$ cat src/verilog/acc_pkg.sv
// Package: register map, field positions, reset values and enums of the
// calibration control register bank.
// Assumes an 8-bit register port with byte-wide registers at the offsets below.
package acc_pkg;

  // Register offsets
  localparam logic [7:0] ADDR_AVG     = 8'h68;
  localparam logic [7:0] ADDR_STATUS  = 8'h6A;
  localparam logic [7:0] ADDR_PINCFG  = 8'h6B;
  localparam logic [7:0] ADDR_SWTRIG  = 8'h6C;
  localparam logic [7:0] ADDR_LP      = 8'h6E;
  localparam logic [7:0] ADDR_CTRL    = 8'h70;
  localparam logic [7:0] ADDR_IRQSTS  = 8'h71;
  localparam logic [7:0] ADDR_IRQMASK = 8'h72;

  // Reset values
  localparam logic [7:0] AVG_RST     = 8'h61;
  localparam logic [7:0] PINCFG_RST  = 8'h00;
  localparam logic [7:0] SWTRIG_RST  = 8'h01;
  localparam logic [7:0] LP_RST      = 8'h88;
  localparam logic [7:0] CTRL_RST    = 8'h00;
  localparam logic [7:0] IRQMASK_RST = 8'h00;
  localparam logic [2:0] IRQSTS_RST  = 3'h0;
  localparam logic [2:0] STCODE_RST  = 3'h0;

  // Field positions
  localparam int OFFAVG_LSB  = 4;
  localparam int LINAVG_LSB  = 0;
  localparam int AVG_W       = 3;
  localparam int STCODE_LSB  = 2;
  localparam int STCODE_W    = 3;
  localparam int HALT_BIT    = 1;
  localparam int FGCPL_BIT   = 0;
  localparam int PINSEL_LSB  = 1;
  localparam int TRIGSEL_BIT = 0;
  localparam int SWTRIG_BIT  = 0;
  localparam int LPEN_BIT    = 0;
  localparam int SLPTRIG_BIT = 1;
  localparam int BGEN_BIT    = 0;
  localparam int IRQ_FG      = 0;
  localparam int IRQ_HALT    = 1;
  localparam int IRQ_ALARM   = 2;
  localparam int IRQ_W       = 3;

  // Status pin source
  typedef enum logic [1:0] {
    PIN_FGCPL  = 2'h0,
    PIN_HALTED = 2'h1,
    PIN_ALARM  = 2'h2,
    PIN_LOW    = 2'h3
  } acc_pinsel_t;

  // Calibration phase tracker, Gray along foreground, background, halted
  typedef enum logic [1:0] {
    ST_FG   = 2'h0,
    ST_BG   = 2'h1,
    ST_HALT = 2'h3
  } acc_state_t;

endpackage

$ cat src/verilog/acc_trig_sel.sv
// Calibration trigger source selection.
// Assumes the hardware trigger pin is synchronous to clk.
`timescale 1ns/1ps
module acc_trig_sel (
  input  wire logic clk,
  input  wire logic rst_n,
  input  wire logic trigSourceSelect,
  input  wire logic softwareTriggerBit,
  input  wire logic triggerInputPin,
  output logic      calTrigger
);

  logic calTrigger_d;

  always_comb begin
    if (trigSourceSelect) begin
      calTrigger_d = triggerInputPin;     // [RULE_11]
    end else begin
      calTrigger_d = softwareTriggerBit;  // [RULE_10] [RULE_12]
    end
  end

  always_ff @(posedge clk or negedge rst_n) begin
    if (!rst_n) begin
      calTrigger <= 1'b1;
    end else begin
      calTrigger <= calTrigger_d;
    end
  end

endmodule

$ cat src/verilog/acc_stat_pin.sv
// Status output pin source multiplexer, registered.
// Assumes flag inputs are synchronous to clk.
`timescale 1ns/1ps
module acc_stat_pin (
  input  wire logic       clk,
  input  wire logic       rst_n,
  input  wire logic [1:0] pinSelect,
  input  wire logic       fgComplete,
  input  wire logic       bgHalted,
  input  wire logic       alarm,
  output logic            statusOutputPin
);

  logic pin_d;

  always_comb begin
    case (acc_pkg::acc_pinsel_t'(pinSelect))  // [RULE_09]
      acc_pkg::PIN_FGCPL:  pin_d = fgComplete;
      acc_pkg::PIN_HALTED: pin_d = bgHalted;
      acc_pkg::PIN_ALARM:  pin_d = alarm;
      acc_pkg::PIN_LOW:    pin_d = 1'b0;
      default:             pin_d = 1'b0;
    endcase
  end

  always_ff @(posedge clk or negedge rst_n) begin
    if (!rst_n) begin
      statusOutputPin <= 1'b0;
    end else begin
      statusOutputPin <= pin_d;
    end
  end

endmodule

$ cat src/verilog/acc_cal_regs.sv
// Calibration control and status register bank with interrupt logic.
// Assumes a one-cycle strobe register port and an external calibration
// engine reporting foreground done, background stopped, status code and alarm.
//
// The implementer's own choice: the plain strobed port.
`timescale 1ns/1ps

// Operation
// RULE_01 - Offset averaging depth, bits 6:4, reset 6
// RULE_02 - Linearity averaging depth, bits 2:0, reset 1
// RULE_03 - Software writes reserved bits with defaults
// RULE_04 - Status register read-only, code bits 4:2
// RULE_05 - Halted flag set when background stops
// RULE_06 - Halted flag clears when calibration resumes
// RULE_07 - Background off: halted follows foreground finish
// RULE_08 - Foreground-complete flag set on finish/skip
// RULE_09 - Pin source field selects status pin
// RULE_10 - Select 0: software trigger, pin ignored
// RULE_11 - Select 1: hardware pin, software ignored
// RULE_12 - Software trigger bit 0, reset 1
// RULE_13 - Unused trigger: select 0, bit 1
// RULE_14 - Trigger mode: wake ADC while trigger low
// RULE_15 - Background enable bit gates background calibration
// RULE_16 - Status register writes have no effect
module acc_cal_regs #(
  parameter int ADDR_W = 8,
  parameter int DATA_W = 8
) (
  input  wire logic              clk,
  input  wire logic              rst_n,
  input  wire logic [ADDR_W-1:0] regAddr,
  input  wire logic [DATA_W-1:0] regWdata,
  input  wire logic              regWrite,
  input  wire logic              regRead,
  output logic      [DATA_W-1:0] regRdata,
  input  wire logic              triggerInputPin,
  input  wire logic              engFgComplete,
  input  wire logic              engBgStopped,
  input  wire logic [2:0]        engStatusCode,
  input  wire logic              alarmIn,
  input  wire logic              calRestart,
  output logic                   statusOutputPin,
  output logic                   calTrigger,
  output logic      [2:0]        offsetAverageDepth,
  output logic      [2:0]        linearityAverageDepth,
  output logic                   backgroundCalEnable,
  output logic                   adcWake,
  output logic                   irq
);

  // Elaboration checks
  if (ADDR_W != 8) begin : gChkAddr
    $error("acc_cal_regs: ADDR_W must be 8");
  end
  if (DATA_W != 8) begin : gChkData
    $error("acc_cal_regs: DATA_W must be 8");
  end

  function automatic logic isHit(input logic [ADDR_W-1:0] a, input logic [7:0] off);
    isHit = (a == off);
  endfunction

  // Software registers
  logic [7:0] avg_q;
  logic [7:0] avg_d;
  logic [7:0] pinCfg_q;
  logic [7:0] pinCfg_d;
  logic [7:0] swTrig_q;
  logic [7:0] swTrig_d;
  logic [7:0] lp_q;
  logic [7:0] lp_d;
  logic [7:0] ctrl_q;
  logic [7:0] ctrl_d;
  logic [7:0] irqMask_q;
  logic [7:0] irqMask_d;

  // Status tracking
  acc_pkg::acc_state_t state_q;
  acc_pkg::acc_state_t state_d;
  logic                fgCpl_q;
  logic                fgCpl_d;
  logic                halted_q;
  logic                halted_d;
  logic [2:0]          stCode_q;
  logic [2:0]          stCode_d;
  logic                alarm_q;
  logic                alarm_d;

  // Interrupts and read data
  logic [2:0]          irqSts_q;
  logic [2:0]          irqSts_d;
  logic [2:0]          irqEvt;
  logic [2:0]          irqClr;
  logic                irq_d;
  logic [DATA_W-1:0]   rdata_d;
  logic                adcWake_d;
  logic                bgEn;
  logic                sleepTrigMode;

  assign bgEn          = ctrl_q[acc_pkg::BGEN_BIT];
  assign sleepTrigMode = lp_q[acc_pkg::LPEN_BIT] & lp_q[acc_pkg::SLPTRIG_BIT] & bgEn;

  // Register writes
  always_comb begin
    avg_d     = avg_q;
    pinCfg_d  = pinCfg_q;
    swTrig_d  = swTrig_q;
    lp_d      = lp_q;
    ctrl_d    = ctrl_q;
    irqMask_d = irqMask_q;
    if (regWrite) begin
      if (isHit(regAddr, acc_pkg::ADDR_AVG)) begin
        avg_d = regWdata;  // [RULE_01] [RULE_02]
      end
      if (isHit(regAddr, acc_pkg::ADDR_PINCFG)) begin
        pinCfg_d = regWdata;
      end
      if (isHit(regAddr, acc_pkg::ADDR_SWTRIG)) begin
        swTrig_d = regWdata;  // [RULE_12]
      end
      if (isHit(regAddr, acc_pkg::ADDR_LP)) begin
        lp_d = regWdata;
      end
      if (isHit(regAddr, acc_pkg::ADDR_CTRL)) begin
        ctrl_d = regWdata;  // [RULE_15]
      end
      if (isHit(regAddr, acc_pkg::ADDR_IRQMASK)) begin
        irqMask_d = regWdata;
      end
    end
  end

  always_ff @(posedge clk or negedge rst_n) begin
    if (!rst_n) begin
      avg_q     <= acc_pkg::AVG_RST;
      pinCfg_q  <= acc_pkg::PINCFG_RST;
      swTrig_q  <= acc_pkg::SWTRIG_RST;
      lp_q      <= acc_pkg::LP_RST;
      ctrl_q    <= acc_pkg::CTRL_RST;
      irqMask_q <= acc_pkg::IRQMASK_RST;
    end else begin
      avg_q     <= avg_d;
      pinCfg_q  <= pinCfg_d;
      swTrig_q  <= swTrig_d;
      lp_q      <= lp_d;
      ctrl_q    <= ctrl_d;
      irqMask_q <= irqMask_d;
    end
  end

  assign offsetAverageDepth    = avg_q[acc_pkg::OFFAVG_LSB +: acc_pkg::AVG_W];  // [RULE_01]
  assign linearityAverageDepth = avg_q[acc_pkg::LINAVG_LSB +: acc_pkg::AVG_W];  // [RULE_02]
  assign backgroundCalEnable   = ctrl_q[acc_pkg::BGEN_BIT];                     // [RULE_15]

  // Calibration phase and status flags
  always_comb begin
    state_d  = state_q;
    fgCpl_d  = fgCpl_q;
    halted_d = halted_q;
    stCode_d = engStatusCode;
    alarm_d  = alarmIn;
    if (calRestart) begin
      state_d  = acc_pkg::ST_FG;
      fgCpl_d  = 1'b0;
      halted_d = 1'b0;
    end else begin
      case (state_q)
        acc_pkg::ST_FG: begin
          if (engFgComplete) begin
            fgCpl_d = 1'b1;  // [RULE_08]
            if (bgEn) begin
              state_d = acc_pkg::ST_BG;
            end else begin
              state_d  = acc_pkg::ST_HALT;
              halted_d = 1'b1;  // [RULE_07]
            end
          end
        end
        acc_pkg::ST_BG: begin
          if (!bgEn) begin
            state_d  = acc_pkg::ST_HALT;
            halted_d = 1'b1;  // [RULE_07]
          end else if (engBgStopped) begin
            state_d  = acc_pkg::ST_HALT;
            halted_d = 1'b1;  // [RULE_05]
          end
        end
        acc_pkg::ST_HALT: begin
          if (bgEn && !engBgStopped) begin
            state_d  = acc_pkg::ST_BG;
            halted_d = 1'b0;  // [RULE_06]
          end
        end
        default: begin
          state_d  = acc_pkg::ST_FG;
          fgCpl_d  = 1'b0;
          halted_d = 1'b0;
        end
      endcase
    end
  end

  // Status register has no write path
  always_ff @(posedge clk or negedge rst_n) begin
    if (!rst_n) begin
      state_q  <= acc_pkg::ST_FG;
      fgCpl_q  <= 1'b0;
      halted_q <= 1'b0;
      stCode_q <= acc_pkg::STCODE_RST;
      alarm_q  <= 1'b0;
    end else begin
      state_q  <= state_d;
      fgCpl_q  <= fgCpl_d;    // [RULE_16]
      halted_q <= halted_d;
      stCode_q <= stCode_d;   // [RULE_04]
      alarm_q  <= alarm_d;
    end
  end

  // Sticky interrupt status, set beats clear
  always_comb begin
    irqEvt = '0;
    irqEvt[acc_pkg::IRQ_FG]    = fgCpl_d & ~fgCpl_q;
    irqEvt[acc_pkg::IRQ_HALT]  = halted_d & ~halted_q;
    irqEvt[acc_pkg::IRQ_ALARM] = alarmIn & ~alarm_q;
    irqClr = '0;
    if (regWrite && isHit(regAddr, acc_pkg::ADDR_IRQSTS)) begin
      irqClr = regWdata[acc_pkg::IRQ_W-1:0];
    end
    irqSts_d = (irqSts_q & ~irqClr) | irqEvt;
    irq_d    = |(irqSts_q & irqMask_q[acc_pkg::IRQ_W-1:0]);
  end

  always_ff @(posedge clk or negedge rst_n) begin
    if (!rst_n) begin
      irqSts_q <= acc_pkg::IRQSTS_RST;
      irq      <= 1'b0;
    end else begin
      irqSts_q <= irqSts_d;
      irq      <= irq_d;
    end
  end

  // Read data, one cycle after the strobe
  always_comb begin
    rdata_d = '0;
    if (regRead) begin
      if (isHit(regAddr, acc_pkg::ADDR_AVG)) begin
        rdata_d = avg_q;
      end
      if (isHit(regAddr, acc_pkg::ADDR_STATUS)) begin
        rdata_d[acc_pkg::STCODE_LSB +: acc_pkg::STCODE_W] = stCode_q;  // [RULE_04]
        rdata_d[acc_pkg::HALT_BIT]   = halted_q;                        // [RULE_05]
        rdata_d[acc_pkg::FGCPL_BIT]  = fgCpl_q;                         // [RULE_08]
      end
      if (isHit(regAddr, acc_pkg::ADDR_PINCFG)) begin
        rdata_d = pinCfg_q;
      end
      if (isHit(regAddr, acc_pkg::ADDR_SWTRIG)) begin
        rdata_d = swTrig_q;
      end
      if (isHit(regAddr, acc_pkg::ADDR_LP)) begin
        rdata_d = lp_q;
      end
      if (isHit(regAddr, acc_pkg::ADDR_CTRL)) begin
        rdata_d = ctrl_q;
      end
      if (isHit(regAddr, acc_pkg::ADDR_IRQSTS)) begin
        rdata_d[acc_pkg::IRQ_W-1:0] = irqSts_q;
      end
      if (isHit(regAddr, acc_pkg::ADDR_IRQMASK)) begin
        rdata_d = irqMask_q;
      end
    end
  end

  // Sleep-until-trigger wake control
  always_comb begin
    if (sleepTrigMode) begin
      adcWake_d = ~calTrigger;  // [RULE_14]
    end else begin
      adcWake_d = 1'b1;
    end
  end

  always_ff @(posedge clk or negedge rst_n) begin
    if (!rst_n) begin
      regRdata <= '0;
      adcWake  <= 1'b1;
    end else begin
      regRdata <= rdata_d;
      adcWake  <= adcWake_d;
    end
  end

  // Trigger source
  acc_trig_sel uTrig (
    .clk                (clk),
    .rst_n              (rst_n),
    .trigSourceSelect   (pinCfg_q[acc_pkg::TRIGSEL_BIT]),  // [RULE_10] [RULE_11]
    .softwareTriggerBit (swTrig_q[acc_pkg::SWTRIG_BIT]),
    .triggerInputPin    (triggerInputPin),
    .calTrigger         (calTrigger)
  );

  // Status pin
  acc_stat_pin uPin (
    .clk             (clk),
    .rst_n           (rst_n),
    .pinSelect       (pinCfg_q[acc_pkg::PINSEL_LSB +: 2]),  // [RULE_09]
    .fgComplete      (fgCpl_q),
    .bgHalted        (halted_q),
    .alarm           (alarm_q),
    .statusOutputPin (statusOutputPin)
  );

endmodule

$ cat config.mk
export PLATFORM = sky130hd
export DESIGN_NAME = acc_cal_regs
export DESIGN_NICKNAME = d
export VERILOG_FILES = /design/src/verilog/acc_pkg.sv /design/src/verilog/acc_trig_sel.sv /design/src/verilog/acc_stat_pin.sv /design/src/verilog/acc_cal_regs.sv
export SDC_FILE = /design/constraint.sdc
export NUM_CORES = 1
export LEC_CHECK = 0
export BUFFER_PORTS_ARGS = -buffer_cell sky130_fd_sc_hd__clkbuf_2
export CORE_ASPECT_RATIO = 1.1
export CORE_MARGIN = 4
export CORE_UTILIZATION = 45
export CTS_BUF_LIST = sky130_fd_sc_hd__clkbuf_4 sky130_fd_sc_hd__clkbuf_8
export DETAILED_ROUTE_END_ITERATION = 12
export PLACE_DENSITY = 0.66
export SLEW_MARGIN = 20
export SYNTH_ARGS = -nofsm -noshare
export SYNTH_HDL_FRONTEND = slang
export SYNTH_SLANG_ARGS = --single-unit
$ cat constraint.sdc
create_clock -name clk -period 1.1 [get_ports clk]
set_input_delay 0.165 -clock clk [delete_from_list [all_inputs] [get_ports clk]]
set_output_delay 0.165 -clock clk [all_outputs]
set_load 0.1 [all_outputs]
==> flow_summary.ini <==
[routing]
ant_nets = 0
wl_met3_um = 360
wl_met1_um = 3690
wire_per_inst_um = 18.3
routed.top_layer = met4
viasPerCell = 5.48
drt_iter0_drc = 160
vias = 2585
dr_wl_met2_um = 4450
drc_errors = 0
drt-pass1-iter-count = 4
routed_wl_um = 8640

[logic_synthesis]
synth_nets = 298
synth_top_family_by_area = multiplexers
ys_seq_area_frac = 0.534
synth_fa_ha_area_frac = 0
muxShareOfSynthArea = 0.214
netlist_area_um2 = 3340
synthCells = 270
synth_edf_count = 0
synth_xor_xnor_area_share = 0
ys_warn_count = 0
synth_compound_area_frac = 0.106
ys_types = 48
synthSimpleGateAreaFrac = 0.0984
async_reset_ff_frac = 1.00
synth_ff_type = dfrtp_1
syn_area_per_cell_um2 = 12.4
synth-seq-cells = 71

[worst_setup_path]
worst_r2r_path_depth = 5
startpoint = avg_q[5]$_DFFE_PN1P_
crit_slowest_cell = dfstp_2
end_kind = output port
cp-endpoint = offsetAverageDepth[1]
path_cells = buf_6, buf_12
critPathKind = flop to output port
required_ns = 0.94
cp.arrival_ns = 1.15
r2r_setup_slack_ns = -0.17
r2r-end = regRdata[6]$_DFF_PN0_
start_kind = flop
reg2reg_from = avg_q[6]$_DFFE_PN1P_
slowest_delay_ns = 0.55
crit_fanout = 2

[global_routing]
gr-total-overflow = 0
grt_start_max_net_pins = 72
grt_pass1_vias = 2772
track_usage = 0.197
grt_pass1_wl_um = 13600
antenna_found_initial = 0

[power_and_ir_drop]
netSwitchingFraction = 0.268
ir_worst_vdd_mv = 0.684
leakage_nw = 2.42
pwr-share-comb = 0.182
power_switching_mw = 1.54
power_frac_seq = 0.490
power.internal_mw = 4.22
p_per_area_nw_per_um2 = 1160
total_power_mw = 5.76
p_clk_frac = 0.329

[floorplanning]
fp.dieArea_um2 = 8870
io_pins = 47
die_h_um = 98.4
initial_core_util = 0.469
die_x_um = 90.2
core_area_um2 = 7130
rows = 32

[timing]
max_freq_ghz = 0.760
grt_setup_unrepaired = yes
fin_skew_ns = 0.00799
finalSetupViolCount = 59
setup_slack_ns = -0.215
slew_violations = 0
final.period_utilization = 1.20
layout_min_cycle_time_ns = 1.31
hold_viol_final = 0
max_slew_margin = 0.759
tightest_slew_ns = 0.361
hold_slack_ns = 0.0661

[cts]
ctsLongestPathBuffers = 2
cts_root_buffer = clkbuf_8
path_clk_slew_ns = 0.07
clk_latency_ns = 0.34
cts_tree = done
htreeDepth = 3
cts_buffers = 9
clock-sinks = 71

[job]
drv_cap = 0

[final_layout]
layout_commonest_cell = dfrtp_1
utilization = 0.698
mostFrequentLayoutCells = dfrtp_1, buf_4, mux2_2
diodes = 0
final_nets = 410
area_delta_synth_final_pct = 48.9
final_area_um2 = 4980
drive_gt1_frac = 0.589

[placed_design]
post-dp-hpwl_um = 5890
gp_congestion = 0.844
placed_area_um2 = 4360
io_buffer_count = 46

[status]
run_status = finished, violations left
violations = setup timing

[worst_hold_path]
hold_path.class = input pin to flop
-- logic make-up (layout without fill, tap and decap cells) --
kind of cell / after synthesis / count (layout)
AO/OA/AOI/OAI: 52 / 52
AND/OR/NAND/NOR: 55 / 55
buffers and inverters: 30 / 147
flip-flops: 71 / 71
multiplexers: 62 / 62
-- worst min-delay path by stage --
stage / startpoint / depth (start not counted) / end
3_3_place_gp: rst_n / 2 / ctrl_q[0]$_DFFE_PN0P_
6_report: triggerInputPin / 2 / uTrig.calTrigger$_DFF_PN1_
4_1_cts: triggerInputPin / 2 / uTrig.calTrigger$_DFF_PN1_
2_1_floorplan: rst_n / 0 / alarm_q$_DFF_PN0_
5_1_grt: triggerInputPin / 2 / uTrig.calTrigger$_DFF_PN1_
3_5_place_dp: rst_n / 2 / ctrl_q[2]$_DFFE_PN0P_
-- metal layers --
layer  track usage  vias up
li1              -     1214
met1         0.237     1289
met2         0.341       68
met3        0.0508       14
met4        0.0754        0
met5             0        -
-- power by group through the flow --
stage	Combinational, mW	Clock (mW)	Sequential (mW)
after floorplan	0.394	0	2.94
after CTS	0.993	1.92	2.82
after detailed placement	0.893	0	2.87
final	1.05	1.89	2.82
after global routing	1.11	2.04	2.84
after global placement	0.881	0	2.86
-- area by class of cell --
cell class	instances	area, um^2
fill	486	2150
clock buffer	14	168
multi-input combinational	169	1620
clock inverter	2	10.0
inverter	10	37.5
tap	85	106
sequential	71	1790
timing repair buffer	121	1250
-- flip-flops by register name, summed over array words and instances, names as in the netlist, 2 cells and up --
signal and count:
stCode_q 3, irqMask_q 8, avg_q 8, pinCfg_q 8
swTrig_q 8, state_q 2, lp_q 8, ctrl_q 8
regRdata 8, irqSts_q 3
-- synth_stat cells, drive strengths merged, types with 3 or more instances --
cell type | n | share of area
nand4 | 6 | 0.011
inv | 10 | 0.011
nand2 | 7 | 0.0079
and3b | 3 | 0.0079
a221oi | 4 | 0.010
nor2b | 5 | 0.0094
dfrtp | 63 | 0.47
mux2 | 53 | 0.19
buf | 14 | 0.029
a21oi | 13 | 0.019
nand3 | 3 | 0.0060
mux2i | 9 | 0.027
o221a | 3 | 0.010
dfstp | 8 | 0.063
nand2b | 5 | 0.0094
o21ai | 14 | 0.021
clkbuf | 6 | 0.0071
nor2 | 9 | 0.010
o211ai | 4 | 0.0090
-- per-stage QoR --
stage          setup TNS [ns]  setup WS, ns  cells
2_1_floorplan          -16.06        -0.558    270
5_1_grt                 -6.45        -0.259    472
6_report                -5.33        -0.215    472
3_3_place_gp           -26.70        -0.524    432
4_1_cts                 -4.00        -0.226    467
3_5_place_dp           -28.39        -0.582    432
-- critical path, delay by kind of cell, from the launching register on --
kind | cells | cell delay, ns
DFF | 1 | 0.55
buffers and inverters | 2 | 0.26
-- repair_timing --
item	CTS	global route
setup buffers	14	7
pin swaps	19	17
gates cloned	0	0
gates resized for setup	37	29
setup endpoints to repair	68	80
hold buffers	6	0
hold endpoints to repair	69	0
No activity file was read; power rests on OpenSTA's default activity.
